<file path="config.mk">
export PLATFORM = sky130hd
export DESIGN_NAME = tcp_timer_block
export DESIGN_NICKNAME = d
export VERILOG_FILES = /design/src/hw/tcp_channel.v /design/src/hw/tcp_updown.v /design/src/hw/tcp_timer_block.v
export VERILOG_INCLUDE_DIRS = /design/src /design/src/hw
export SDC_FILE = /design/constraint.sdc
export NUM_CORES = 1
export LEC_CHECK = 0
export BUFFER_PORTS_ARGS = -buffer_cell sky130_fd_sc_hd__clkbuf_2
export CAP_MARGIN = 30
export CORE_UTILIZATION = 30
export CTS_BUF_LIST = sky130_fd_sc_hd__clkbuf_8
export CTS_CLUSTER_SIZE = 10
export DETAILED_ROUTE_END_ITERATION = 6
export SYNTH_ARGS = -nofsm -noshare
export SYNTH_HDL_FRONTEND = slang
export SYNTH_SLANG_ARGS = --single-unit
</file>
<file path="constraint.sdc">
create_clock -name clk -period 2.69 [get_ports clk]
set_clock_uncertainty 0.2 [all_clocks]
set_input_delay 0.269 -clock clk [delete_from_list [all_inputs] [get_ports clk]]
set_output_delay 0.269 -clock clk [all_outputs]
set_load 0.005 [all_outputs]
</file>
<file path="src/hw/tcp_defines.vh">
// register map, field positions and reset values of the timer block
`ifndef TCP_DEFINES_VH
`define TCP_DEFINES_VH

// ----------------------------------------------------------------
// register indices (byte address is four times the index)
// ----------------------------------------------------------------
`define TCP_IDX_CONTROL   8'h88
`define TCP_IDX_MODE      8'h89
`define TCP_IDX_T0_LOW    8'h8A
`define TCP_IDX_T1_LOW    8'h8B
`define TCP_IDX_T0_HIGH   8'h8C
`define TCP_IDX_T1_HIGH   8'h8D
`define TCP_IDX_EXTRA     8'h91
`define TCP_IDX_CLKCFG    8'hA1
`define TCP_IDX_T2_CTRL   8'hC8
`define TCP_IDX_T2_RLOW   8'hCA
`define TCP_IDX_T2_RHIGH  8'hCB
`define TCP_IDX_T2_CLOW   8'hCC
`define TCP_IDX_T2_CHIGH  8'hCD

// ----------------------------------------------------------------
// field positions
// ----------------------------------------------------------------
`define TCP_CTL_TF1       7
`define TCP_CTL_TR1       6
`define TCP_CTL_TF0       5
`define TCP_CTL_TR0       4
`define TCP_MOD_GATE      3
`define TCP_MOD_CT        2
`define TCP_EXT_TOG0      0
`define TCP_EXT_TOG1      1
`define TCP_CFG_COMPAT    3
`define TCP_T2_TF2        7
`define TCP_T2_TIMER2_EXTRA_FLAG       6
`define TCP_T2_RUN        5
`define TCP_T2_EXEN       4
`define TCP_T2_UPDOWN_ENABLE       3

// ----------------------------------------------------------------
// mode codes and reset values
// ----------------------------------------------------------------
`define TCP_MODE_13BIT    2'h0
`define TCP_MODE_16BIT    2'h1
`define TCP_MODE_RELOAD   2'h2
`define TCP_MODE_SPLIT    2'h3
`define TCP_CM_RELOAD     2'h0
`define TCP_FAST_CDV      3'h0
`define TCP_FAST_TPS      4'h0
`define TCP_COMPAT_CDV    3'h2
`define TCP_COMPAT_TPS    4'h5
`define TCP_STRAP_WAIT    2'h2

`endif

</file>
<file path="src/hw/tcp_channel.v">
// one 16-bit timer/counter with its four operating modes
`timescale 1ns/1ps
`include "tcp_defines.vh"

module tcp_channel (
    // clock and reset
    input  wire       clk,
    input  wire       arst_n,
    // count sources and controls
    input  wire       cnt_tick,
    input  wire       pin_fall,
    input  wire       ct_sel,
    input  wire [1:0] mode,
    input  wire       gate_en,
    input  wire       gate_lvl,
    input  wire       run,
    input  wire       run_high,
    // software load
    input  wire       wr_low,
    input  wire       wr_high,
    input  wire [7:0] wdata,
    // count and overflow
    output reg  [7:0] count_low_q,
    output reg  [7:0] count_high_q,
    output wire       ovf_low,
    output wire       ovf_high
);

// count step: timer ticks or pin falls, gated by run and gate pin
wire go    = run & (~gate_en | gate_lvl)
           & (ct_sel ? pin_fall : cnt_tick);
wire go_hi = run_high & cnt_tick;
wire lo5   = &count_low_q[4:0];
wire lo8   = &count_low_q;

// overflow of the main counter in the selected width
assign ovf_low  = go & ((mode == `TCP_MODE_13BIT) ? (lo5 & &count_high_q) :
                        (mode == `TCP_MODE_16BIT) ? (lo8 & &count_high_q) :
                        lo8);
assign ovf_high = (mode == `TCP_MODE_SPLIT) & go_hi & &count_high_q;

// count registers: a software write wins over counting
always @(posedge clk or negedge arst_n) begin
    if (!arst_n) begin
        count_low_q  <= 8'h00;
        count_high_q <= 8'h00;
    end else begin
        if (wr_low) begin
            count_low_q <= wdata;
        end else if (go) begin
            case (mode)
                `TCP_MODE_13BIT:
                    count_low_q[4:0] <= count_low_q[4:0] + 5'h01;
                `TCP_MODE_RELOAD:
                    count_low_q <= lo8 ? count_high_q
                                       : count_low_q + 8'h01;
                default: count_low_q <= count_low_q + 8'h01;
            endcase
        end
        if (wr_high) begin
            count_high_q <= wdata;
        end else begin
            case (mode)
                `TCP_MODE_13BIT:
                    if (go && lo5) count_high_q <= count_high_q + 8'h01;
                `TCP_MODE_16BIT:
                    if (go && lo8) count_high_q <= count_high_q + 8'h01;
                `TCP_MODE_SPLIT:
                    if (go_hi) count_high_q <= count_high_q + 8'h01;
                default: count_high_q <= count_high_q;
            endcase
        end
    end
end

endmodule // tcp_channel

</file>
<file path="src/hw/tcp_updown.v">
// third timer: 16-bit up/down counter with reload register
`timescale 1ns/1ps
`include "tcp_defines.vh"

module tcp_updown (
    // clock and reset
    input  wire        clk,
    input  wire        arst_n,
    // controls
    input  wire        cnt_tick,
    input  wire        run,
    input  wire        updown_enable,
    input  wire        external_input_enable,
    input  wire        dir_lvl,
    input  wire [1:0]  compare_mode,
    // software access
    input  wire        wr_flags,
    input  wire        wr_clow,
    input  wire        wr_chigh,
    input  wire        wr_rlow,
    input  wire        wr_rhigh,
    input  wire [7:0]  wdata,
    // state
    output reg  [15:0] count_q,
    output reg  [15:0] reload_q,
    output reg         overflow_flag_q,
    output reg         extra_flag_q
);

// direction: pin decides only when both enables are set
wire down = updown_enable & external_input_enable & ~dir_lvl;
wire go   = run & cnt_tick;
wire ovf  = go & ~down & (&count_q) & (compare_mode == `TCP_CM_RELOAD);
wire unf  = go & down & (count_q == reload_q);
wire evt  = ovf | unf;

// count and reload registers
always @(posedge clk or negedge arst_n) begin
    if (!arst_n) begin
        count_q  <= 16'h0000;
        reload_q <= 16'h0000;
    end else begin
        if (wr_rlow)  reload_q[7:0]  <= wdata;
        if (wr_rhigh) reload_q[15:8] <= wdata;
        if (wr_clow || wr_chigh) begin
            if (wr_clow)  count_q[7:0]  <= wdata;
            if (wr_chigh) count_q[15:8] <= wdata;
        end else if (ovf) begin
            count_q <= reload_q;
        end else if (unf) begin
            count_q <= 16'hFFFF;
        end else if (go) begin
            count_q <= down ? count_q - 16'h0001 : count_q + 16'h0001;
        end
    end
end

// flags: a hardware event wins over a software write
always @(posedge clk or negedge arst_n) begin
    if (!arst_n) begin
        overflow_flag_q <= 1'b0;
        extra_flag_q    <= 1'b0;
    end else begin
        if (evt)
            overflow_flag_q <= 1'b1;
        else if (wr_flags)
            overflow_flag_q <= wdata[`TCP_T2_TF2];
        // extra flag is a 17th count bit, it requests nothing
        if (evt && updown_enable)
            extra_flag_q <= ~extra_flag_q;
        else if (wr_flags)
            extra_flag_q <= wdata[`TCP_T2_TIMER2_EXTRA_FLAG];
    end
end

endmodule // tcp_updown

</file>
<file path="src/hw/tcp_timer_block.v">
// timer/counter block top: bus slave, prescaler, pins, three timers
//
// Local design decision: the Avalon-MM register port.
`timescale 1ns/1ps
`include "tcp_defines.vh"

// Summary of operation
// - in timer function each counter advances once per prescaled tick
// - one prescaler, divisor 1 to 16, feeds all three timers
// - compatibility mode starts with divider 2 and prescaler 6
// - fast mode starts with divider and prescale select both 0
// - in counter function a falling edge on the count pin counts
// - fast mode samples the pin on each system clock divider tick, high then low counts
// - in fast mode with divider select 0 the new count shows after the third clock edge following the pin's falling edge
// - compatibility mode samples count pins on each prescaler tick
// - four modes: 13-bit, 16-bit, 8-bit auto-reload, split
// - per timer a counter select bit and two-bit mode field
// - split mode yields two 8-bit timers and one 16-bit timer
// - timers 0 and 1 may each toggle an output pin on overflow
// - gated timers run only while their gate pin is high
// - timer 1 overflows serve as the serial baud source
// - with both enables set the direction pin picks up or down
// - counting up with compare mode 00 overflows at max and reloads
// - counting down underflows at reload value, then loads max
// - up/down mode toggles the extra flag on each wrap
// - the extra flag toggle raises no interrupt request
module tcp_timer_block (
    // clock and reset
    input  wire        clk,
    input  wire        arst_n,
    // avalon-mm slave
    input  wire [9:0]  address,
    input  wire        read,
    input  wire        write,
    input  wire [31:0] writedata,
    input  wire [3:0]  byteenable,
    output reg  [31:0] readdata,
    output wire        waitrequest,
    // external pins
    input  wire        compat_mode,
    input  wire        timer0_count_pin,
    input  wire        timer1_count_pin,
    input  wire        timer0_gate_pin,
    input  wire        timer1_gate_pin,
    input  wire        timer2_direction_pin,
    // outputs
    output reg         timer0_toggle_out,
    output reg         timer1_toggle_out,
    output reg         baud_tick
);

// ----------------------------------------------------------------
// pin synchronisers
// ----------------------------------------------------------------
wire [5:0] pins_raw = {compat_mode, timer2_direction_pin,
                       timer1_gate_pin, timer0_gate_pin,
                       timer1_count_pin, timer0_count_pin};
reg  [5:0] pins_m_q;
reg  [5:0] pins_q;

// two flops before any logic looks at a pin
always @(posedge clk or negedge arst_n) begin
    if (!arst_n) begin
        pins_m_q <= 6'h00;
        pins_q   <= 6'h00;
    end else begin
        pins_m_q <= pins_raw;
        pins_q   <= pins_m_q;
    end
end

// ----------------------------------------------------------------
// bus slave
// ----------------------------------------------------------------
reg        ack_q;
wire [7:0] idx  = address[9:2];
wire       req  = read | write;
wire       wen  = write & ack_q & byteenable[0] & (address[1:0] == 2'h0);
wire [7:0] wd   = writedata[7:0];

// one wait state on every access
assign waitrequest = req & ~ack_q;

always @(posedge clk or negedge arst_n) begin
    if (!arst_n)
        ack_q <= 1'b0;
    else
        ack_q <= req & ~ack_q;
end

// write strobes, one per register
wire wr_ctl  = wen & (idx == `TCP_IDX_CONTROL);
wire wr_mod  = wen & (idx == `TCP_IDX_MODE);
wire wr_l0   = wen & (idx == `TCP_IDX_T0_LOW);
wire wr_l1   = wen & (idx == `TCP_IDX_T1_LOW);
wire wr_h0   = wen & (idx == `TCP_IDX_T0_HIGH);
wire wr_h1   = wen & (idx == `TCP_IDX_T1_HIGH);
wire wr_ext  = wen & (idx == `TCP_IDX_EXTRA);
wire wr_cfg  = wen & (idx == `TCP_IDX_CLKCFG);
wire wr_t2c  = wen & (idx == `TCP_IDX_T2_CTRL);
wire wr_t2rl = wen & (idx == `TCP_IDX_T2_RLOW);
wire wr_t2rh = wen & (idx == `TCP_IDX_T2_RHIGH);
wire wr_t2cl = wen & (idx == `TCP_IDX_T2_CLOW);
wire wr_t2ch = wen & (idx == `TCP_IDX_T2_CHIGH);

// ----------------------------------------------------------------
// software registers
// ----------------------------------------------------------------
reg  [7:0] control_q;
reg  [7:0] mode_q;
reg  [7:0] extra_q;
reg  [2:0] cdv_q;
reg  [3:0] tps_q;
reg        compat_q;
reg  [1:0] strap_cnt_q;
reg        strap_done_q;
reg  [5:0] t2ctl_q;
wire       tf0_set;
wire       tf1_set;

// mode register, extra mode and timer 2 control bits
always @(posedge clk or negedge arst_n) begin
    if (!arst_n) begin
        mode_q  <= 8'h00;
        extra_q <= 8'h00;
        t2ctl_q <= 6'h00;
    end else begin
        if (wr_mod) mode_q  <= wd;
        if (wr_ext) extra_q <= wd;
        if (wr_t2c) t2ctl_q <= wd[5:0];
    end
end

// control register: overflow sets a flag, set beats a clear
always @(posedge clk or negedge arst_n) begin
    if (!arst_n) begin
        control_q <= 8'h00;
    end else begin
        if (wr_ctl) control_q <= wd;
        if (tf0_set) control_q[`TCP_CTL_TF0] <= 1'b1;
        if (tf1_set) control_q[`TCP_CTL_TF1] <= 1'b1;
    end
end

// clock setup: defaults follow the synchronised mode strap
always @(posedge clk or negedge arst_n) begin
    if (!arst_n) begin
        cdv_q        <= `TCP_FAST_CDV;
        tps_q        <= `TCP_FAST_TPS;
        compat_q     <= 1'b0;
        strap_cnt_q  <= 2'h0;
        strap_done_q <= 1'b0;
    end else if (!strap_done_q) begin
        strap_cnt_q <= strap_cnt_q + 2'h1;
        if (strap_cnt_q == `TCP_STRAP_WAIT) begin
            strap_done_q <= 1'b1;
            compat_q     <= pins_q[5];
            if (pins_q[5]) begin
                cdv_q <= `TCP_COMPAT_CDV;
                tps_q <= `TCP_COMPAT_TPS;
            end else begin
                cdv_q <= `TCP_FAST_CDV;
                tps_q <= `TCP_FAST_TPS;
            end
        end
    end else if (wr_cfg) begin
        cdv_q <= wd[2:0];
        tps_q <= wd[7:4];
    end
end

// ----------------------------------------------------------------
// system clock divider and shared prescaler
// ----------------------------------------------------------------
reg  [2:0] sys_cnt_q;
reg  [3:0] pre_cnt_q;
wire       sys_tick = (cdv_q == 3'h0) || (sys_cnt_q >= cdv_q - 3'h1);
wire       pre_tick = sys_tick & (pre_cnt_q >= tps_q);

always @(posedge clk or negedge arst_n) begin
    if (!arst_n) begin
        sys_cnt_q <= 3'h0;
        pre_cnt_q <= 4'h0;
    end else begin
        sys_cnt_q <= sys_tick ? 3'h0 : sys_cnt_q + 3'h1;
        if (sys_tick)
            pre_cnt_q <= (pre_cnt_q >= tps_q) ? 4'h0
                                              : pre_cnt_q + 4'h1;
    end
end

// ----------------------------------------------------------------
// count pin edge detection
// ----------------------------------------------------------------
// fast mode samples per system divider tick, compatibility mode per prescale
wire       samp_stb = compat_q ? pre_tick : sys_tick;
reg  [1:0] samp_q;
wire [1:0] pin_fall = {2{samp_stb}} & samp_q & ~pins_q[1:0];

// a fall taken here moves the count at the same edge
always @(posedge clk or negedge arst_n) begin
    if (!arst_n)
        samp_q <= 2'h0;
    else if (samp_stb)
        samp_q <= pins_q[1:0];
end

// ----------------------------------------------------------------
// timer 0 and timer 1
// ----------------------------------------------------------------
wire [7:0] t0_low;
wire [7:0] t0_high;
wire [7:0] t1_low;
wire [7:0] t1_high;
wire       t0_ovf;
wire       t0_ovf_hi;
wire       t1_ovf;
wire       split0   = mode_q[1:0] == `TCP_MODE_SPLIT;
// timer 1 holds its count when asked for split mode
wire       t1_run   = control_q[`TCP_CTL_TR1]
                    & (mode_q[5:4] != `TCP_MODE_SPLIT);

tcp_channel u_timer0 (
    .clk          (clk),
    .arst_n       (arst_n),
    .cnt_tick     (pre_tick),
    .pin_fall     (pin_fall[0]),
    .ct_sel       (mode_q[`TCP_MOD_CT]),
    .mode         (mode_q[1:0]),
    .gate_en      (mode_q[`TCP_MOD_GATE]),
    .gate_lvl     (pins_q[2]),
    .run          (control_q[`TCP_CTL_TR0]),
    .run_high     (control_q[`TCP_CTL_TR1]),
    .wr_low       (wr_l0),
    .wr_high      (wr_h0),
    .wdata        (wd),
    .count_low_q  (t0_low),
    .count_high_q (t0_high),
    .ovf_low      (t0_ovf),
    .ovf_high     (t0_ovf_hi)
);

tcp_channel u_timer1 (
    .clk          (clk),
    .arst_n       (arst_n),
    .cnt_tick     (pre_tick),
    .pin_fall     (pin_fall[1]),
    .ct_sel       (mode_q[`TCP_MOD_CT + 4]),
    .mode         (mode_q[5:4]),
    .gate_en      (mode_q[`TCP_MOD_GATE + 4]),
    .gate_lvl     (pins_q[3]),
    .run          (t1_run),
    .run_high     (1'b0),
    .wr_low       (wr_l1),
    .wr_high      (wr_h1),
    .wdata        (wd),
    .count_low_q  (t1_low),
    .count_high_q (t1_high),
    .ovf_low      (t1_ovf),
    .ovf_high     ()
);

// in split mode the high byte of timer 0 sets the timer 1 flag
assign tf0_set = t0_ovf;
assign tf1_set = t1_ovf | (split0 & t0_ovf_hi);

// overflow pin toggles and the serial baud pulse
always @(posedge clk or negedge arst_n) begin
    if (!arst_n) begin
        timer0_toggle_out <= 1'b0;
        timer1_toggle_out <= 1'b0;
        baud_tick         <= 1'b0;
    end else begin
        if (tf0_set && extra_q[`TCP_EXT_TOG0])
            timer0_toggle_out <= ~timer0_toggle_out;
        if (tf1_set && extra_q[`TCP_EXT_TOG1])
            timer1_toggle_out <= ~timer1_toggle_out;
        baud_tick <= t1_ovf;
    end
end

// ----------------------------------------------------------------
// timer 2
// ----------------------------------------------------------------
wire [15:0] t2_count;
wire [15:0] t2_reload;
wire        t2_tf;
wire        t2_exf;

tcp_updown u_timer2 (
    .clk                   (clk),
    .arst_n                (arst_n),
    .cnt_tick              (pre_tick),
    .run                   (t2ctl_q[`TCP_T2_RUN]),
    .updown_enable         (t2ctl_q[`TCP_T2_UPDOWN_ENABLE]),
    .external_input_enable (t2ctl_q[`TCP_T2_EXEN]),
    .dir_lvl               (pins_q[4]),
    .compare_mode          (t2ctl_q[1:0]),
    .wr_flags              (wr_t2c),
    .wr_clow               (wr_t2cl),
    .wr_chigh              (wr_t2ch),
    .wr_rlow               (wr_t2rl),
    .wr_rhigh              (wr_t2rh),
    .wdata                 (wd),
    .count_q               (t2_count),
    .reload_q              (t2_reload),
    .overflow_flag_q       (t2_tf),
    .extra_flag_q          (t2_exf)
);

// ----------------------------------------------------------------
// read back
// ----------------------------------------------------------------
reg [7:0] rd_mux;

// unmapped or misaligned addresses read as zero
always @* begin
    if (address[1:0] != 2'h0)
        rd_mux = 8'h00;
    else if (idx == `TCP_IDX_CONTROL)
        rd_mux = control_q;
    else if (idx == `TCP_IDX_MODE)
        rd_mux = mode_q;
    else if (idx == `TCP_IDX_T0_LOW)
        rd_mux = t0_low;
    else if (idx == `TCP_IDX_T1_LOW)
        rd_mux = t1_low;
    else if (idx == `TCP_IDX_T0_HIGH)
        rd_mux = t0_high;
    else if (idx == `TCP_IDX_T1_HIGH)
        rd_mux = t1_high;
    else if (idx == `TCP_IDX_EXTRA)
        rd_mux = extra_q;
    else if (idx == `TCP_IDX_CLKCFG)
        rd_mux = {tps_q, compat_q, cdv_q};
    else if (idx == `TCP_IDX_T2_CTRL)
        rd_mux = {t2_tf, t2_exf, t2ctl_q};
    else if (idx == `TCP_IDX_T2_RLOW)
        rd_mux = t2_reload[7:0];
    else if (idx == `TCP_IDX_T2_RHIGH)
        rd_mux = t2_reload[15:8];
    else if (idx == `TCP_IDX_T2_CLOW)
        rd_mux = t2_count[7:0];
    else if (idx == `TCP_IDX_T2_CHIGH)
        rd_mux = t2_count[15:8];
    else
        rd_mux = 8'h00;
end

// read data is captured in the wait cycle and stands at the answer
always @(posedge clk or negedge arst_n) begin
    if (!arst_n)
        readdata <= 32'h0000_0000;
    else if (read && !ack_q)
        readdata <= {24'h00_0000, rd_mux};
end

endmodule // tcp_timer_block

</file>
==> impl_metrics.tcl <==
set metrics [dict create \
    initial_utilization_pct 30.7 \
    gpl.final_weighted_congestion 0.937 \
    p_total_mw 5.16 \
    finalCriticalPeriod_ps 2710 \
    cts-buffers-inserted 17 \
    clk-insertion-delay-late_ps 480 \
    timing.reg2reg.worst_path_depth 11 \
    multi_input_comb_area_sq_um 5710 \
    use_met1_pct 26.4 \
    nets 1250 \
    max_slew_margin_pct 50.5 \
    critical_path.startpoint_type "register" \
    floorplan.die.width_microns 177 \
    drv_slew 0 \
    summed_negative_setup_slack_over_all_endpoints_ps -72.5 \
    cts.path.max_buffers 2 \
    die-area_sq_um 31200 \
    stdcell_count 1564 \
    total_iterations_of_the_first_detailed_routing_run 5 \
    hold_viol_final 0 \
    gr-usage-met2_pct 30.2 \
    synth-main-ff-cell "dfrtp_1" \
    result_of_the_run "finished, violations left" \
    globalRouteOverflowTotal 0 \
    area_of_the_placeable_core_sq_um 29800 \
    wire_length_of_the_first_global_routing_pass_microns 46000 \
    first_iter_violations 757 \
    grt_max_degree 63 \
    synth.ff_latch_count 140 \
    placedCellCount 1499 \
    timing.setup.critical_path_class "register to register" \
    vdd_ir_drop_max_mv 0.353 \
    seq_area_sq_um 3500 \
    htreeDepth 4 \
    grtUsageMet3_pct 3.57 \
    synth_area_per_cell_sq_um 9.16 \
    initial_antenna_violation_count 0 \
    setup_violations 5 \
    layout.cells.most_common "dfrtp_1" \
    ys_async_sr_fraction_pct 100 \
    synth_sequential_area_ratio_pct 38.3 \
    wl_per_cell_microns 19.0 \
    grt_pass1_vias 8118 \
    rsz_0062_raised_after_global_routing "true" \
    groute.usage.overall_pct 19.4 \
    synth.lib_cells_used.distinct 86 \
    grt_busiest_layer "met2" \
    postRouteAntennaNets 0 \
    synthesis.yosys.warnings 0 \
    setup.reg_to_reg.worst_slack_ps -20 \
    critical_path.endpoint_type "register" \
    layout_setup_ws_ps -19.8 \
    worstReg2RegEnd "u_timer1.count_low_q[2]$_DFFE_PN0P_" \
    cp_data_required_time_ps 2870 \
    boundaryPins 92 \
    timing.hold.worst.class "input pin to asynchronous set/reset pin" \
    synth_enable_flop_cells 0 \
    areaGrowthSynthToFinish_pct 28.0 \
    post-dp-hpwl_microns 21400 \
    worst_r2r_startpoint "cdv_q[0]$_DFFE_PN0P_" \
    power.density_nw_per_um2 440 \
    totalWireLength_microns 29700 \
    path_clk_slew_ps 80 \
    synth_area_sq_um 9160 \
    fraction_of_final_layout_cells_sized_beyond_drive_strength_1_pct 31.0 \
    post_dp_cell_area_sq_um 10500 \
    antenna-diode-count 0 \
    synthCells 999 \
    layout_worst_path_cycle_share_pct 101 \
    max_cap_violations 0 \
    design_area_sq_um 11700 \
    cp_max_fo 5 \
    clockRootBuffer "clkbuf_8" \
    clock.fmax_mhz 369 \
    port_buffers 40 \
    remaining_drc_errors 0 \
    tightestPinTransition_ps 743 \
    final.hold.worst_slack_ps 94.4 \
    crit_arrival_ps 2890 \
    avgViaCountPerCell 5.40 \
    violations "setup timing" \
    cts.sink_count 140 \
    layout_common_cells "dfrtp_1, buf_4, nand2_1, nor2_1, o21ai_0" \
    route.vias.total 8449 \
    cts_tree "done" \
    nFillCells 2952 \
    power_leakage_nw 5.03 \
    chipHeight_microns 177 \
    placement_rows 63 \
]
through the flow:
stage | worst slack [ps] | utilization [%]
final | -19.8 | 39.3
after global routing | -131 | 39.3
after CTS | -72.5 | 37.9
after detailed placement | -228 | 35.4
after global placement | -183 | 35.4
after floorplan | -15.0 | -
how the worst max path moves through the flow:
stage                                start                                  end  cells past startpoint
finish                cdv_q[0]$_DFFE_PN0P_  u_timer1.count_low_q[2]$_DFFE_PN0P_                     11
global route        t2ctl_q[3]$_DFFE_PN0P_     u_timer2.count_q[15]$_DFFE_PN0P_                     11
CTS                 t2ctl_q[3]$_DFFE_PN0P_     u_timer2.count_q[15]$_DFFE_PN0P_                     11
detailed placement    cdv_q[0]$_DFFE_PN0P_      u_timer2.count_q[4]$_DFFE_PN0P_                      9
global placement    t2ctl_q[4]$_DFFE_PN0P_     u_timer2.count_q[15]$_DFFE_PN0P_                     11
floorplan           t2ctl_q[3]$_DFFE_PN0P_     u_timer2.count_q[15]$_DFFE_PN0P_                     13
timing repair:
item	4_1_cts	5_1_grt
resized for setup	33	73
setup buffers	7	16
setup endpoints to repair	37	44
hold endpoints to repair	54	0
hold buffers	9	0
cloned	1	1
pin swaps	19	46
critical path, stage by stage, from the launching register on:
cell	delay [ps]
dfrtp_1	390
inv_2	100
ha_4	210
ha_4	220
a21o_1	160
a221o_1	410
buf_6	180
o2111a_2	210
clkbuf_16	180
nand3_4	70
a22oi_2	50
o31ai_1	230
logic make-up (layout without fill, tap and decap cells):
kind of cell / count (synthesis) / after routing / synth area share (%)
compound gates: 269 / 269 / 19.9
simple gates: 330 / 330 / 17.8
other cells: 1 / 24 / 0.0410
buf+inv: 101 / 253 / 5.69
mux: 79 / 79 / 9.35
flops: 140 / 140 / 38.3
fa+ha+maj: 33 / 33 / 4.59
xor+xnor: 46 / 46 / 4.40
state kept, by name, indices dropped and copies added, names as in the netlist, 3 cells and up:
signal and count:
cdv_q 3, control_q 8, extra_q 8, mode_q 8
pins_m_q 6, pins_q 6, pre_cnt_q 4, readdata 8
sys_cnt_q 3, t2ctl_q 6, tps_q 4, u_timer0.count_high_q 8
u_timer0.count_low_q 8, u_timer1.count_high_q 8, u_timer1.count_low_q 8, u_timer2.count_q 16
u_timer2.reload_q 16
layout make-up:
class	count	area share, %
clock buffers	17	2.00
clock inverters	15	1.48
inverters	26	0.939
multi-input cells	781	48.7
flip-flops and latches	140	29.9
well taps	390	4.16
repair buffers	195	12.8
synthesized netlist by cell type, types with 4 or more instances:
cell type	number	area share [%]
o31ai_1	8	0.66
nor3_2	6	0.66
a221o_1	6	0.66
o21a_1	8	0.66
xnor2_1	26	2.5
a211oi_1	5	0.41
or2_2	4	0.27
inv_1	24	0.98
and3_1	16	1.1
nand3_1	25	1.4
clkbuf_1	30	1.2
nand4_1	14	0.96
buf_2	15	0.82
mux2i_1	27	3.0
nor2_1	72	3.0
nor3_1	27	1.5
o221ai_1	13	1.2
o21ai_0	75	4.1
mux2_2	52	6.4
o22ai_1	13	0.89
o211ai_1	18	1.5
nand2b_1	13	0.89
a22oi_1	14	1.1
and2_1	7	0.48
ha_1	32	4.4
a21oi_1	52	2.8
a21o_1	5	0.41
dfrtp_1	140	38
nand2_1	112	4.6
buf_4	24	2.0
a31oi_1	10	0.68
xor2_1	20	1.9
nor2b_1	9	0.61
routing by layer:
layer,vias up,part of all wire [%]
met5,-,0.17
met4,2,2.9
met3,62,5.8
met2,283,46
met1,4165,45
li1,3937,-
report_power, final:
group / switching [mW] / total (mW) / leakage (nW) / internal, mW
clock network: 0.899 / 1.81 / 0.200 / 0.914
logic: 0.596 / 1.06 / 3.12 / 0.462
registers: 0.104 / 2.29 / 1.71 / 2.18
(Power assumes the default switching activity.)
